### config.mk
export PLATFORM = sky130hd
export DESIGN_NAME = icdt_capture
export DESIGN_NICKNAME = d
export VERILOG_FILES = /design/src/design/icdt_pkg.sv /design/src/design/icdt_fifo.sv /design/src/design/icdt_capture.sv
export VERILOG_INCLUDE_DIRS = /design/src /design/src/design
export SDC_FILE = /design/constraint.sdc
export NUM_CORES = 1
export LEC_CHECK = 0
export BUFFER_PORTS_ARGS = -buffer_cell sky130_fd_sc_hd__buf_2
export CAP_MARGIN = 20
export CORE_UTILIZATION = 30
export DETAILED_ROUTE_END_ITERATION = 8
export PLACE_DENSITY = 0.61
export SYNTH_ARGS = -nofsm -noshare
export SYNTH_HDL_FRONTEND = slang
export SYNTH_SLANG_ARGS = --single-unit
### constraint.sdc
create_clock -name clk -period 3.6 [get_ports clk]
set_input_delay 0.9 -clock clk [delete_from_list [all_inputs] [get_ports clk]]
set_output_delay 0.9 -clock clk [all_outputs]
set_load 0.03 [all_outputs]
### src/design/icdt_cfg.svh
`ifndef ICDT_CFG_SVH
`define ICDT_CFG_SVH
// Operation
// - Free-running counter wraps from all ones to zero.
// - Each qualifying event pushes the counter value; a full FIFO drops it.
// - Capture FIFO holds four values.
// - Sync mode captures freely; sync event clears counter.
// - Trigger mode holds counter until sync event.
// - Zero sync select, trigger bit clear: free-running.
// - Nonzero select: trigger bit picks trigger or sync.
// - Zero select, trigger bit set: software trigger starts.
// - Five-bit sync select, up to thirty sources.
// - Odd is low half; odd rollover increments even.
// - Cascade only when both channels set cascade bit.
// - Mode picks rising, falling, fourth, sixteenth or every edge.
// - Interrupt every event or every Nth event.
// - Time base select picks one of six clocks.
// - Not-empty flag set while FIFO holds data.
// - Each read of a non-empty buffer pops one value.
// - Cascaded even with trigger clear follows odd channel.
// - Odd channel settings govern the cascaded pair while the even trigger bit is clear.
// - Cascaded sync pair held reset until source enabled.

// ----------------------------------------
// Sizes
// ----------------------------------------
`define ICDT_CNT_W       16
`define ICDT_CNT_MAX     16'hffff
`define ICDT_FIFO_DEPTH  4
`define ICDT_SYNC_N      30
`define ICDT_TB_N        5

// ----------------------------------------
// Capture mode codes
// ----------------------------------------
`define ICDT_CM_OFF      3'h0
`define ICDT_CM_EDGE     3'h1
`define ICDT_CM_FALL     3'h2
`define ICDT_CM_RISE     3'h3
`define ICDT_CM_DIV4     3'h4
`define ICDT_CM_DIV16    3'h5
`define ICDT_CM_RSVD     3'h6
`define ICDT_CM_INTONLY  3'h7

// ----------------------------------------
// Selections and prescale ends
// ----------------------------------------
`define ICDT_TB_SYSCLK   3'h7
`define ICDT_TB_LASTTMR  3'h4
`define ICDT_SYNC_NONE   5'h00
`define ICDT_SYNC_LAST   5'h1e
`define ICDT_DIV4_LAST   4'h3
`define ICDT_DIV16_LAST  4'hf
`endif

### src/design/icdt_pkg.sv
package icdt_pkg;

	typedef enum logic [2:0] {
		ICDT_HALT = 3'b001,
		ICDT_WAIT = 3'b010,
		ICDT_RUN  = 3'b100
	} icdt_state_t;

endpackage

### src/design/icdt_fifo.sv
`timescale 1ns/1ps
`default_nettype none
module icdt_fifo #(
	parameter int WIDTH = 16,
	parameter int DEPTH = 32
) (
	input  wire logic             clk,
	input  wire logic             rstSync_b,
	input  wire logic             pushValid,
	output logic                  pushReady,
	input  wire logic [WIDTH-1:0] pushData,
	output logic                  popValid,
	input  wire logic             popReady,
	output logic      [WIDTH-1:0] popData
);
	localparam int PW = (DEPTH > 1) ? $clog2(DEPTH) : 1;
	localparam int CW = $clog2(DEPTH + 1);

	logic [WIDTH-1:0] mem [DEPTH];
	logic [PW-1:0]    wrPtr;
	logic [PW-1:0]    rdPtr;
	logic [CW-1:0]    count;
	logic             doPush;
	logic             doPop;

	function automatic logic [PW-1:0] bump(input logic [PW-1:0] p);
		if (p == PW'(DEPTH - 1))
			return '0;
		return p + PW'(1);
	endfunction

	assign pushReady = (count != CW'(DEPTH));
	assign popValid  = (count != '0);
	assign doPush    = pushValid & pushReady;
	assign doPop     = popValid & popReady;
	assign popData   = mem[rdPtr];

	always_ff @(posedge clk) begin
		if (doPush)
			mem[wrPtr] <= pushData;
	end

	always_ff @(posedge clk or negedge rstSync_b) begin
		if (!rstSync_b) begin
			wrPtr <= '0;
			rdPtr <= '0;
			count <= '0;
		end else begin
			if (doPush)
				wrPtr <= bump(wrPtr);
			if (doPop)
				rdPtr <= bump(rdPtr);
			if (doPush && !doPop)
				count <= count + CW'(1);
			else if (doPop && !doPush)
				count <= count - CW'(1);
		end
	end
endmodule
`default_nettype wire

### src/design/icdt_capture.sv
`timescale 1ns/1ps
`default_nettype none
`include "icdt_cfg.svh"
module icdt_capture import icdt_pkg::*; #(
	parameter bit IS_EVEN    = 1'b0,
	parameter int CNT_W      = `ICDT_CNT_W,
	parameter int FIFO_DEPTH = `ICDT_FIFO_DEPTH,
	parameter int SYNC_N     = `ICDT_SYNC_N
) (
	input  wire logic              clk,
	input  wire logic              rst_b,
	input  wire logic              captureInput,
	input  wire logic [2:0]        captureModeSelect,
	input  wire logic [1:0]        capturesPerInterrupt,
	input  wire logic [2:0]        timebaseSelect,
	input  wire logic [4:0]        syncSourceSelect,
	input  wire logic              triggerModeSelect,
	input  wire logic              triggerStatusSet,
	input  wire logic              triggerStatusClear,
	input  wire logic              cascadeEnable,
	input  wire logic              syncSourceEnabled,
	input  wire logic [4:0]        timebaseTicks,
	input  wire logic [SYNC_N-1:0] syncEvents,
	input  wire logic              captureFifoReadStrobe,
	input  wire logic              overflowClear,
	input  wire logic              pairCascadeEnable,
	input  wire logic              pairRollover,
	input  wire logic              pairCapture,
	input  wire logic              pairRun,
	input  wire logic              pairCounterClear,
	output logic      [CNT_W-1:0]  captureFifoRead,
	output logic      [CNT_W-1:0]  captureCounter,
	output logic                   fifoNotEmpty,
	output logic                   overflowFlag,
	output logic                   triggerStatus,
	output logic                   captureInterrupt,
	output logic                   rolloverOut,
	output logic                   captureOut,
	output logic                   runOut,
	output logic                   counterClearOut
);
	// ----------------------------------------
	// Reset release
	// ----------------------------------------
	logic rstMeta_b;
	logic rstSync_b;

	always_ff @(posedge clk or negedge rst_b) begin
		if (!rst_b) begin
			rstMeta_b <= 1'b0;
			rstSync_b <= 1'b0;
		end else begin
			rstMeta_b <= 1'b1;
			rstSync_b <= rstMeta_b;
		end
	end

	// ----------------------------------------
	// Selection helpers
	// ----------------------------------------
	function automatic logic pickTick(input logic [2:0] sel, input logic [4:0] ticks);
		if (sel == `ICDT_TB_SYSCLK)
			return 1'b1;
		if (sel <= `ICDT_TB_LASTTMR)
			return ticks[sel];
		// Reserved codes give no clock
		return 1'b0;
	endfunction

	function automatic logic pickSync(input logic [4:0] sel, input logic [SYNC_N-1:0] ev);
		if (sel == `ICDT_SYNC_NONE || sel > `ICDT_SYNC_LAST)
			return 1'b0;
		return ev[sel - 5'h01];
	endfunction

	// ----------------------------------------
	// Capture mode helpers
	// ----------------------------------------
	// Reserved code leaves the channel idle, like off
	function automatic logic modeOn(input logic [2:0] mode);
		return (mode != `ICDT_CM_OFF) && (mode != `ICDT_CM_RSVD);
	endfunction

	function automatic logic isPrescaled(input logic [2:0] mode);
		return (mode == `ICDT_CM_DIV4) || (mode == `ICDT_CM_DIV16);
	endfunction

	function automatic logic [3:0] prescaleEnd(input logic [2:0] mode);
		if (mode == `ICDT_CM_DIV4)
			return `ICDT_DIV4_LAST;
		return `ICDT_DIV16_LAST;
	endfunction

	// ----------------------------------------
	// Mode decode
	// ----------------------------------------
	logic cascaded;
	logic evenCascaded;
	logic slave;
	logic selZero;
	logic freeMode;
	logic syncMode;
	logic trigMode;
	logic softTrig;
	logic waitsTrigger;
	logic syncPulse;
	logic ownTick;
	logic tick;
	logic enabled;
	logic holdReset;

	assign cascaded     = cascadeEnable & pairCascadeEnable;
	assign evenCascaded = IS_EVEN & cascaded;
	assign slave        = evenCascaded & ~triggerModeSelect;
	assign selZero      = (syncSourceSelect == `ICDT_SYNC_NONE);
	assign freeMode     = selZero & ~triggerModeSelect;
	assign syncMode     = ~selZero & ~triggerModeSelect;
	assign trigMode     = ~selZero & triggerModeSelect;
	assign softTrig     = selZero & triggerModeSelect;
	assign waitsTrigger = trigMode | softTrig;
	assign syncPulse    = pickSync(syncSourceSelect, syncEvents);
	assign ownTick      = pickTick(timebaseSelect, timebaseTicks);
	assign tick         = evenCascaded ? pairRollover : ownTick;
	assign enabled      = modeOn(captureModeSelect);
	// Pair waits in reset until its sync source is live
	assign holdReset    = cascaded & syncMode & ~syncSourceEnabled;

	// ----------------------------------------
	// Trigger status
	// ----------------------------------------
	always_ff @(posedge clk or negedge rstSync_b) begin
		if (!rstSync_b)
			triggerStatus <= 1'b0;
		else if ((trigMode && syncPulse) || triggerStatusSet)
			triggerStatus <= 1'b1;
		else if (triggerStatusClear)
			triggerStatus <= 1'b0;
	end

	// ----------------------------------------
	// Run control
	// ----------------------------------------
	icdt_state_t state;
	icdt_state_t next_state;

	always_comb begin
		next_state = state;
		if (!enabled || holdReset) begin
			next_state = ICDT_HALT;
		end else if (slave) begin
			next_state = pairRun ? ICDT_RUN : ICDT_HALT;
		end else begin
			case (state)
				ICDT_HALT: begin
					next_state = waitsTrigger ? ICDT_WAIT : ICDT_RUN;
				end
				ICDT_WAIT: begin
					if (!waitsTrigger || triggerStatus)
						next_state = ICDT_RUN;
				end
				ICDT_RUN: begin
					if (waitsTrigger && !triggerStatus)
						next_state = ICDT_WAIT;
				end
				default: begin
					next_state = ICDT_HALT;
				end
			endcase
		end
	end

	always_ff @(posedge clk or negedge rstSync_b) begin
		if (!rstSync_b)
			state <= ICDT_HALT;
		else
			state <= next_state;
	end

	logic running;
	logic syncReset;

	assign running   = (state == ICDT_RUN);
	// Sync reset of the even half comes from the odd half
	assign syncReset = (syncMode & syncPulse & ~slave) | (slave & pairCounterClear);

	// ----------------------------------------
	// Counter
	// ----------------------------------------
	logic wrapNow;

	assign wrapNow = running & tick & ~syncReset & (captureCounter == `ICDT_CNT_MAX);

	always_ff @(posedge clk or negedge rstSync_b) begin
		if (!rstSync_b)
			captureCounter <= '0;
		else if (state == ICDT_HALT || syncReset)
			captureCounter <= '0;
		else if (running && tick)
			captureCounter <= captureCounter + CNT_W'(1);
	end

	// ----------------------------------------
	// Capture pin and edge qualification
	// ----------------------------------------
	logic       capMeta;
	logic       capSync;
	logic       capPrev;
	logic       riseEdge;
	logic       fallEdge;
	logic [3:0] prescale;
	logic       ownEvent;
	logic       captureEvent;

	always_ff @(posedge clk or negedge rstSync_b) begin
		if (!rstSync_b) begin
			capMeta <= 1'b0;
			capSync <= 1'b0;
		end else begin
			capMeta <= captureInput;
			capSync <= capMeta;
		end
	end

	// ----------------------------------------
	// Edge history
	// ----------------------------------------
	// Reset level matches the idle pin, so no false edge
	always_ff @(posedge clk or negedge rstSync_b) begin
		if (!rstSync_b)
			capPrev <= 1'b0;
		else
			capPrev <= capSync;
	end

	assign riseEdge = capSync & ~capPrev;
	assign fallEdge = ~capSync & capPrev;

	// Prescaler restarts whenever the channel is not running
	always_ff @(posedge clk or negedge rstSync_b) begin
		if (!rstSync_b)
			prescale <= '0;
		else if (!running)
			prescale <= '0;
		else if (riseEdge && isPrescaled(captureModeSelect))
			prescale <= (prescale == prescaleEnd(captureModeSelect)) ? 4'h0 : prescale + 4'h1;
	end

	always_comb begin
		case (captureModeSelect)
			`ICDT_CM_EDGE:    ownEvent = riseEdge | fallEdge;
			`ICDT_CM_FALL:    ownEvent = fallEdge;
			`ICDT_CM_RISE:    ownEvent = riseEdge;
			`ICDT_CM_DIV4:    ownEvent = riseEdge & (prescale == prescaleEnd(captureModeSelect));
			`ICDT_CM_DIV16:   ownEvent = riseEdge & (prescale == prescaleEnd(captureModeSelect));
			`ICDT_CM_INTONLY: ownEvent = riseEdge;
			default:          ownEvent = 1'b0;
		endcase
	end

	assign captureEvent = slave ? pairCapture : (running & ownEvent);

	// ----------------------------------------
	// Capture FIFO
	// ----------------------------------------
	logic             pushReady;
	logic             popValid;
	logic [CNT_W-1:0] popData;
	logic             doRead;

	icdt_fifo #(
		.WIDTH (CNT_W),
		.DEPTH (FIFO_DEPTH)
	) u_fifo (
		.clk       (clk),
		.rstSync_b (rstSync_b),
		.pushValid (captureEvent),
		.pushReady (pushReady),
		.pushData  (captureCounter),
		.popValid  (popValid),
		.popReady  (captureFifoReadStrobe),
		.popData   (popData)
	);

	assign doRead       = captureFifoReadStrobe & popValid;
	assign fifoNotEmpty = popValid;

	always_ff @(posedge clk or negedge rstSync_b) begin
		if (!rstSync_b)
			captureFifoRead <= '0;
		else if (doRead)
			captureFifoRead <= popData;
	end

	// A full FIFO keeps its oldest data; the newest is lost
	always_ff @(posedge clk or negedge rstSync_b) begin
		if (!rstSync_b)
			overflowFlag <= 1'b0;
		else if (captureEvent && !pushReady)
			overflowFlag <= 1'b1;
		else if (overflowClear)
			overflowFlag <= 1'b0;
	end

	// ----------------------------------------
	// Interrupt pacing
	// ----------------------------------------
	logic [1:0] eventCount;
	logic       intNow;

	// Every-edge mode ignores the pacing field
	assign intNow = captureEvent &
		((captureModeSelect == `ICDT_CM_EDGE) || (eventCount == capturesPerInterrupt));

	always_ff @(posedge clk or negedge rstSync_b) begin
		if (!rstSync_b)
			eventCount <= '0;
		else if (state == ICDT_HALT || intNow)
			eventCount <= '0;
		else if (captureEvent)
			eventCount <= eventCount + 2'h1;
	end

	always_ff @(posedge clk or negedge rstSync_b) begin
		if (!rstSync_b)
			captureInterrupt <= 1'b0;
		else
			captureInterrupt <= intNow;
	end

	// ----------------------------------------
	// Pair links
	// ----------------------------------------
	assign rolloverOut     = wrapNow;
	assign captureOut      = captureEvent;
	assign runOut          = running;
	assign counterClearOut = syncReset | (state == ICDT_HALT);

endmodule
`default_nettype wire

==> impl_metrics.json, run 1 <==
{
  "status": "finished, final reports clean",
  "seq_area_frac_synth_pct": 61.2,
  "grt_first_pass_wirelength_um": 18500,
  "fin_ws_ns": 0.0826,
  "power.density_nw_per_um2": 628,
  "grt_overflow": 0,
  "ys_seq_elements": 120,
  "slowest_stage": "ha_4",
  "grt_pass1_vias": 3719,
  "rr_worst_depth": 13,
  "firstDrtPassIters": 4,
  "setup_viol": 0,
  "cp-start-kind": "input port",
  "fin_setup_tns_ns": 0,
  "fp-row-count": 48,
  "dp_hpwl_um": 8060,
  "path_clk_slew_ns": 0.05,
  "synthDominantCellAreaShare_pct": 35.4,
  "slew_viol_final": 0,
  "max_freq_mhz": 284,
  "design.core.area_um2": 17500,
  "dp_cells": 699,
  "synth_cell_types": 55,
  "syn2layout_area_growth_pct": 26.2,
  "cts_tree": "done",
  "syn_area_um2": 5440,
  "relSlewSlack_pct": 42.8,
  "multi_input_area_um2": 2010,
  "grt_antenna_before_repair": 0,
  "synth_top_family_by_area": "multiplexers",
  "place_ws_ns": -0.0987,
  "min_path_type": "input port to asynchronous set/reset pin",
  "grt_start_max_net_pins": 33,
  "syn_nets": 445,
  "crit_chain": "buf_4 > inv_2 > ha_4 > mux4_2 > mux2i_1 > nor3_1 > a211oi_2 > o211a_1 > buf_6",
  "pin_count": 103,
  "grt_usage_pct": 13.5,
  "vdd_drop_max_mv": 0.358,
  "path_buf_inv": 3,
  "critPathTopFamily": "compound AO/OA/AOI/OAI gates",
  "final_cells": 731,
  "via_per_inst": 4.79,
  "crit_required_ns": 2.70,
  "clk_path_buf_depth": 2,
  "vias": 3504,
  "fill_cells": 1593,
  "layout_worst_path_cycle_share_pct": 97.7,
  "die_area_um2": 18700,
  "dr.first_iter.drc_count": 117,
  "die_w_um": 137,
  "crit_type": "input port to primary output",
  "clock_latency_ns": 0.41,
  "worstReg2RegEnd": "u_fifo.count[2]",
  "yosysWarnings": 0,
  "finalClockSkew_ns": 0.00823,
  "synth_area_leaders": "edfxtp_1, dfrtp_1, mux4_2, mux2_2, xnor2_1",
  "slowest_delay_ns": 0.32,
  "start_util_pct": 31.1,
  "cts_buffers": 17,
  "synthCells": 369,
  "regArea_um2": 3330,
  "synthFlopType": "edfxtp_1",
  "fin_nets": 569,
  "cp.arrival_ns": 2.62,
  "yosys-top-cells-count": "edfxtp_1, dfrtp_1, mux4_2",
  "worstMarginPinSlew_ns": 0.858,
  "gp_congestion": 0.768,
  "port_buffers": 98,
  "cts_setup_buffers": 0,
  "yosysTopAreaCell": "edfxtp_1",
  "root_buffer": "clkbuf_16",
  "end_kind": "primary output",
  "finalHoldViolations": 0,
  "muxShareOfSynthArea_pct": 14.8,
  "p_leak_nw": 2.85,
  "ant_nets": 0,
  "n_antenna_cell": 0,
  "drc_errors": 0,
  "async_flop_share_pct": 46.7,
  "htree_num_levels": 4,
  "reg2reg_from": "capPrev",
  "finalCriticalPeriod_ns": 3.52,
  "cp_max_fo": 8,
  "synth_edf_count": 64,
  "wl_um": 11400,
  "cap_violations": 0,
  "drive_above_1_share_pct": 41.7,
  "die_h_um": 137,
  "rrSetupSlack_ns": 0.69,
  "synth_xor_area_share_pct": 4.03,
  "yosys.area_share.adder_pct": 3.13,
  "routedWlPerCell_um": 15.6,
  "synthSimpleGateAreaFrac_pct": 9.65,
  "avgSynthCellArea_um2": 14.7,
  "synth_compound_area_share_pct": 4.63,
  "yosys.cell_count.top_type": "edfxtp_1",
  "cts_sinks": 120
}
## metal layers
layer	global-route usage, %	routed length [um]	share of wire (%)	up-vias
met3	4.81	732	6.4	13
met5	0	0	0	-
met1	14.2	4690	41	1747
met2	24.0	5820	51	111
li1	-	-	-	1633
met4	6.05	195	1.7	0
## cells by family (layout without fill, tap and decap cells)
group | Yosys count | count (layout)
compound gates | 34 | 34
xor+xnor | 25 | 25
buf+inv | 30 | 167
other cells | 1 | 1
mux | 49 | 49
flops | 120 | 120
simple gates | 97 | 97
fa+ha+maj | 13 | 13
## sequential cells by signal, summed over array words and instances (netlist names), 2 cells and up
register,count
state,3
prescale,4
eventCount,2
u_fifo.count,3
u_fifo.rdPtr,2
captureCounter,16
u_fifo.mem,64
captureFifoRead,16
u_fifo.wrPtr,2
## through the flow
stage / instance area (um2) / utilization [%] / hold slack, ns / power, mW
floorplan: 5440 / - / 0.331 / 2.56
global placement: 6270 / 35.9 / 0.335 / 2.84
detailed placement: 6270 / 35.9 / 0.339 / 2.88
CTS: 6820 / 39.0 / 0.247 / 4.37
global route: 6860 / 39.2 / 0.248 / 4.54
finish: 6860 / 39.2 / 0.269 / 4.31
## placed cells by master (no fill, tap or decap), types with 6 or more instances in the layout
master	count
o21ai_0	6
nor2_1	20
xnor2_1	19
buf_2	95
ha_1	11
a21oi_1	9
clkinvlp_4	6
nor4_1	9
clkbuf_16	17
nor3_1	8
nor2_2	9
mux4_2	23
edfxtp_1	64
nand2_1	14
buf_4	18
nand3_1	9
dfrtp_1	54
mux2_2	21
inv_1	17
## power by group
group | internal [mW] | leakage [nW] | switching (mW) | total, mW
Clock | 0.892 | 0.239 | 0.581 | 1.47
Combinational | 0.497 | 1.25 | 0.571 | 1.07
Sequential | 1.59 | 1.37 | 0.171 | 1.77
## cell type report
type                            instances  area share (%)
Tap cell                              225            4.10
Multi-Input combinational cell        219            29.4
Inverter                               20            1.09
Clock buffer                           21            6.57
Clock inverter                         11            1.11
Sequential cell                       120            48.5
Timing Repair Buffer                  115            9.28
## worst max path at each step
stage	from	endpoint	cells past startpoint
6_report	syncSourceSelect[0]	rolloverOut	9
5_1_grt	syncSourceSelect[0]	rolloverOut	9
4_1_cts	syncSourceSelect[0]	rolloverOut	10
3_5_place_dp	syncSourceSelect[0]	rolloverOut	9
3_3_place_gp	syncSourceSelect[0]	rolloverOut	9
2_1_floorplan	syncSourceSelect[0]	counterClearOut	9
## timing repair
item / in CTS / in global routing
gates resized for setup: 4 / 11
pin swaps: 1 / 5
gates cloned: 0 / 0
hold buffers: 0 / 0
setup endpoints to repair: 2 / 2
(Power assumes the default switching activity.)
==> run 2: changes to the inputs <==
--- a/config.mk
+++ b/config.mk
@@ -8,9 +8,9 @@
 export LEC_CHECK = 0
 export BUFFER_PORTS_ARGS = -buffer_cell sky130_fd_sc_hd__buf_2
 export CAP_MARGIN = 20
-export CORE_UTILIZATION = 30
+export CORE_UTILIZATION = 45
 export DETAILED_ROUTE_END_ITERATION = 8
-export PLACE_DENSITY = 0.61
+export PLACE_DENSITY = 0.81
 export SYNTH_ARGS = -nofsm -noshare
 export SYNTH_HDL_FRONTEND = slang
 export SYNTH_SLANG_ARGS = --single-unit
==> impl_metrics.json, run 2 (synthesized netlist as in run 1, its figures left out) <==
{
  "crit_path_frequent_cell": "buf_4",
  "path_depth": 11,
  "status": "complete, but fails checks",
  "cp-start-kind": "input port",
  "start_util_pct": 46.8,
  "worstReg2RegEnd": "u_fifo.count[2]",
  "fp-row-count": 39,
  "total_power_mw": 4.47,
  "cts_tree": "done",
  "pin_count": 103,
  "critPathTopFamily": "buffers and inverters",
  "rrSetupSlack_ns": 0.78,
  "vdd_drop_max_mv": 0.291,
  "grt_start_max_net_pins": 35,
  "violations": "design-rule violations",
  "grt_first_pass_wirelength_um": 17900,
  "finalCriticalPeriod_ns": 3.51,
  "port_buffers": 98,
  "crit_path_start": "syncSourceSelect[0]",
  "fill_cells": 875,
  "clk_path_buf_depth": 2,
  "slowest_stage": "a211oi_4",
  "max_freq_mhz": 285,
  "top_regs": "u_fifo.mem: 64 flops, captureCounter: 16 flops, captureFifoRead: 16 flops",
  "crit_type": "input port to primary output",
  "firstDrtPassIters": 7,
  "grt_pass1_vias": 3644,
  "clockPowerShare_pct": 36.7,
  "regArea_um2": 3330,
  "setup_viol": 0,
  "worstMarginPinSlew_ns": 0.816,
  "root_buffer": "clkbuf_16",
  "gp_congestion": 0.748,
  "dp_hpwl_um": 7290,
  "final_cell_mix": "buf_2, edfxtp_1, dfrtp_1, mux4_2, mux2_2",
  "clock_latency_ns": 0.42,
  "end_kind": "primary output",
  "placement.cell_area_um2": 6170,
  "relSlewSlack_pct": 45.6,
  "routedWlPerCell_um": 16.8,
  "grt_antenna_before_repair": 0,
  "dr.first_iter.drc_count": 227,
  "power.density_nw_per_um2": 658,
  "grt_usage_pct": 19.1,
  "path_buf_inv": 5,
  "p_switching_mw": 1.36,
  "vias": 3566,
  "rr_worst_depth": 13,
  "finalClockSkew_ns": 0.00870,
  "die_area_um2": 12500,
  "wl_um": 10900,
  "cp_max_fo": 5,
  "crit_chain": "buf_2 > inv_1 > ha_4 > buf_4 > xor2_1 > buf_4 > mux2i_1 > nand2_1 > a211oi_4 > o211a_1 > buf_4",
  "crit_required_ns": 2.70,
  "fin_setup_tns_ns": 0,
  "cts_buffers": 17,
  "cap_violations": 0,
  "fin_nets": 569,
  "cts_sinks": 120,
  "whs_ns": 0.262,
  "largest_reg_flops": 64,
  "min_path_type": "register to asynchronous set/reset pin",
  "drive_above_1_share_pct": 41.7,
  "regMostFlops": "u_fifo.mem",
  "internal-power_mw": 3.11,
  "seqPwrFrac_pct": 39.1,
  "swShare_pct": 30.5,
  "die_w_um": 112,
  "htree_num_levels": 4,
  "final_common_cell": "buf_2",
  "reg2reg_from": "capPrev",
  "finalHoldViolations": 0,
  "slowest_delay_ns": 0.33,
  "multi_input_area_um2": 2020,
  "via_per_inst": 5.49,
  "cts_setup_buffers": 0,
  "final_area_um2": 6800,
  "design.core.area_um2": 11600,
  "cts_hold_buf": 0,
  "cp.arrival_ns": 2.61,
  "slew_viol_final": 0,
  "rsz0062_at_grt": "no",
  "crit_end": "rolloverOut",
  "p_comb_share_pct": 24.2,
  "grt_overflow": 0,
  "p_leak_nw": 2.87,
  "n_antenna_cell": 0,
  "ant_nets": 0,
  "syn2layout_area_growth_pct": 25.1,
  "drc_errors": 3,
  "die_h_um": 112,
  "fin_util_pct": 58.5,
  "path_clk_slew_ns": 0.05,
  "layout_worst_path_cycle_share_pct": 97.6
}
-- run 2: cell count changes in the layout (fill, tap and decap cells not counted), moves of 2 or more --
cell,change
buf_2,+2
bufinv_16,+2
clkbuf_1,-2
clkinv_2,-2
inv_1,+2
inv_2,-2
-- run 2: per-layer routing --
metal | vias to the layer above | routed length [um] | track usage (%)
li1 | 1628 | - | -
met1 | 1763 | 4520 | 22.9
met2 | 162 | 5540 | 32.1
met3 | 13 | 671 | 5.23
met4 | 0 | 142 | 8.47
met5 | - | 0 | 0
-- run 2: stage by stage --
step           instances  setup slack [ns]
2_1_floorplan        369            0.0319
6_report             649            0.0871
5_1_grt              649           0.00643
3_3_place_gp         617           -0.0638
4_1_cts              649           -0.0140
3_5_place_dp         617            -0.113
-- run 2: power by group through the flow --
stage | sequential [mW] | clock, mW | combinational [mW]
4_1_cts | 1.75 | 1.67 | 1.09
6_report | 1.75 | 1.64 | 1.08
3_5_place_dp | 1.78 | 0 | 1.08
5_1_grt | 1.78 | 1.74 | 1.16
3_3_place_gp | 1.77 | 0 | 1.04
2_1_floorplan | 1.90 | 0 | 0.662
-- run 2: repair_timing --
item / 4_1_cts / 5_1_grt
endpoints found under the hold margin: 0 / 0
resized for setup: 4 / 5
setup endpoints to repair: 2 / 2
cloned: 0 / 0
pin swaps: 1 / 1
-- run 2: worst min path at each step --
| stage | slack, ns | start | to | cells after the start |
|---|---|---|---|---|
| 5_1_grt | 0.24 | rst_b | rstMeta_b | 1 |
| 6_report | 0.26 | rstSync_b | triggerStatus | 0 |
| 2_1_floorplan | 0.33 | capMeta | capSync | 0 |
| 3_3_place_gp | 0.27 | rstSync_b | triggerStatus | 0 |
| 3_5_place_dp | 0.27 | rstSync_b | triggerStatus | 0 |
| 4_1_cts | 0.24 | rst_b | rstMeta_b | 1 |
-- run 2: area by class of cell --
| class | count | share of cell area, % |
|---|---|---|
| inverters | 20 | 1.10 |
| well taps | 143 | 2.63 |
| multi-input cells | 219 | 29.7 |
| flip-flops and latches | 120 | 48.9 |
| clock buffers | 18 | 6.31 |
| repair buffers | 115 | 9.13 |
| clock inverters | 14 | 2.23 |
==> run 3: changes to the inputs <==
--- a/config.mk
+++ b/config.mk
@@ -10,7 +10,7 @@
 export CAP_MARGIN = 20
 export CORE_UTILIZATION = 45
 export DETAILED_ROUTE_END_ITERATION = 8
-export PLACE_DENSITY = 0.81
+export PLACE_DENSITY_LB_ADDON = 0.3
 export SYNTH_ARGS = -nofsm -noshare
 export SYNTH_HDL_FRONTEND = slang
 export SYNTH_SLANG_ARGS = --single-unit
==> impl_metrics.json, run 3 (synthesized netlist as in run 1, its figures left out) <==
{
  "fp-row-count": 39,
  "fill_cells": 927,
  "rrSetupSlack_ns": 0.94,
  "final_cells": 654,
  "syn2layout_area_growth_pct": 26.5,
  "htree_num_levels": 4,
  "grt_antenna_before_repair": 0,
  "dp_cells": 619,
  "reg2reg_from": "capPrev",
  "firstDrtPassIters": 7,
  "via_per_inst": 5.38,
  "regMostFlops": "u_fifo.mem",
  "cp.arrival_ns": 2.62,
  "cap_violations": 0,
  "busiest_layer": "met2",
  "layout_worst_path_cycle_share_pct": 97.7,
  "top_regs": "u_fifo.mem: 64 flops, captureCounter: 16 flops, captureFifoRead: 16 flops",
  "die_h_um": 112,
  "violations": "design-rule violations",
  "dp_hpwl_um": 7460,
  "vdd_drop_max_mv": 0.448,
  "multi_input_area_um2": 2000,
  "worstReg2RegEnd": "u_fifo.count[2]",
  "min_path_type": "input port to asynchronous set/reset pin",
  "cp-start-kind": "input port",
  "setup_viol": 0,
  "seqPwrFrac_pct": 38.5,
  "grt_start_max_net_pins": 31,
  "ant_nets": 0,
  "die_w_um": 112,
  "total_power_mw": 4.57,
  "drive_above_1_share_pct": 42.5,
  "root_buffer": "clkbuf_16",
  "clock_latency_ns": 0.41,
  "grt_first_pass_wirelength_um": 18000,
  "fin_nets": 574,
  "wl_um": 11100,
  "routedWlPerCell_um": 16.9,
  "crit_type": "input port to primary output",
  "n_antenna_cell": 0,
  "rr_worst_depth": 13,
  "use_met3_pct": 5.88,
  "p_comb_share_pct": 23.9,
  "power.density_nw_per_um2": 665,
  "grt_usage_pct": 19.3,
  "regArea_um2": 3330,
  "cts_hold_buf": 0,
  "end_kind": "primary output",
  "worstMarginPinSlew_ns": 0.879,
  "slew_viol_final": 0,
  "start_util_pct": 46.8,
  "internal-power_mw": 3.21,
  "port_buffers": 98,
  "cts_buffers": 17,
  "finalCriticalPeriod_ns": 3.52,
  "relSlewSlack_pct": 41.4,
  "cts_sinks": 120,
  "final_cell_mix": "buf_2, edfxtp_1, dfrtp_1, mux4_2",
  "grt_pass1_vias": 3787,
  "final_common_cell": "buf_2",
  "status": "complete, but fails checks",
  "rsz0062_at_grt": "no",
  "grt_overflow": 0,
  "clk_path_buf_depth": 2,
  "clockPowerShare_pct": 37.6,
  "gp_congestion": 0.782,
  "swShare_pct": 29.8,
  "vias": 3521,
  "p_switching_mw": 1.36,
  "max_freq_mhz": 284,
  "finalClockSkew_ns": 0.00761,
  "fin_setup_tns_ns": 0,
  "dr.first_iter.drc_count": 197,
  "met2_usage_pct": 34.9,
  "cts_tree": "done",
  "crit_required_ns": 2.70,
  "pin_count": 103,
  "path_clk_slew_ns": 0.05,
  "largest_reg_flops": 64,
  "met1_usage_pct": 21.1,
  "drc_errors": 6,
  "die_area_um2": 12500,
  "design.core.area_um2": 11600,
  "p_leak_nw": 2.93,
  "cp_max_fo": 6,
  "finalHoldViolations": 0
}
==> run 3: how the worst max path moves through the flow <==
stage	startpoint	to	slack, ns	cells after the start
6_report	syncSourceSelect[0]	rolloverOut	0.08	11
5_1_grt	syncSourceSelect[0]	rolloverOut	0.005	11
4_1_cts	syncSourceSelect[0]	rolloverOut	0.01	10
3_5_place_dp	syncSourceSelect[0]	rolloverOut	-0.17	10
3_3_place_gp	syncSourceSelect[0]	rolloverOut	-0.08	10
2_1_floorplan	syncSourceSelect[0]	counterClearOut	0.03	9
==> run 3: timing repair <==
action	in CTS	in global routing
setup buffers	1	2
gates resized for setup	4	10
hold endpoints to repair	0	0
pin swaps	2	4
endpoints found under the setup margin	2	2
==> run 3: routing by layer <==
metal,wire length [um],vias to the layer above
li1,-,1644
met1,4430,1735
met2,5910,130
met3,623,12
met4,110,0
met5,0,-
==> run 3: layout make-up <==
| cell class | instances | area share, % |
|---|---|---|
| Clock buffer | 18 | 6.39 |
| Clock inverter | 14 | 2.49 |
| Inverter | 20 | 1.09 |
| Tap cell | 143 | 2.60 |
| Timing Repair Buffer | 120 | 9.95 |
| Multi-Input combinational cell | 219 | 29.1 |
| Sequential cell | 120 | 48.4 |
==> run 3: power groups by stage <==
stage | clock network (mW) | logic (mW) | registers, mW
6_report | 1.72 | 1.09 | 1.76
2_1_floorplan | 0 | 0.662 | 1.90
5_1_grt | 1.80 | 1.19 | 1.78
3_5_place_dp | 0 | 1.09 | 1.79
4_1_cts | 1.74 | 1.11 | 1.76
3_3_place_gp | 0 | 1.06 | 1.77
==> run 3: through the flow <==
stage / worst slack, ns / util (%) / area [um2] / hold WS, ns
after floorplan: 0.0319 / - / 5440 / 0.331
after global placement: -0.0799 / 53.3 / 6190 / 0.284
after detailed placement: -0.170 / 53.3 / 6190 / 0.296
after CTS: 0.0112 / 58.7 / 6820 / 0.249
after global routing: 0.00487 / 59.2 / 6880 / 0.249
final: 0.0840 / 59.2 / 6880 / 0.263
==> run 3: worst max-delay path, stage by stage <==
cell and delay [ns]:
buf_6 0.08, inv_2 0.04, ha_4 0.30, buf_6 0.10, mux4_2 0.28, mux2i_1 0.19, nor3_2 0.07, a211oi_2 0.19
buf_4 0.17, o211a_1 0.17, buf_6 0.13
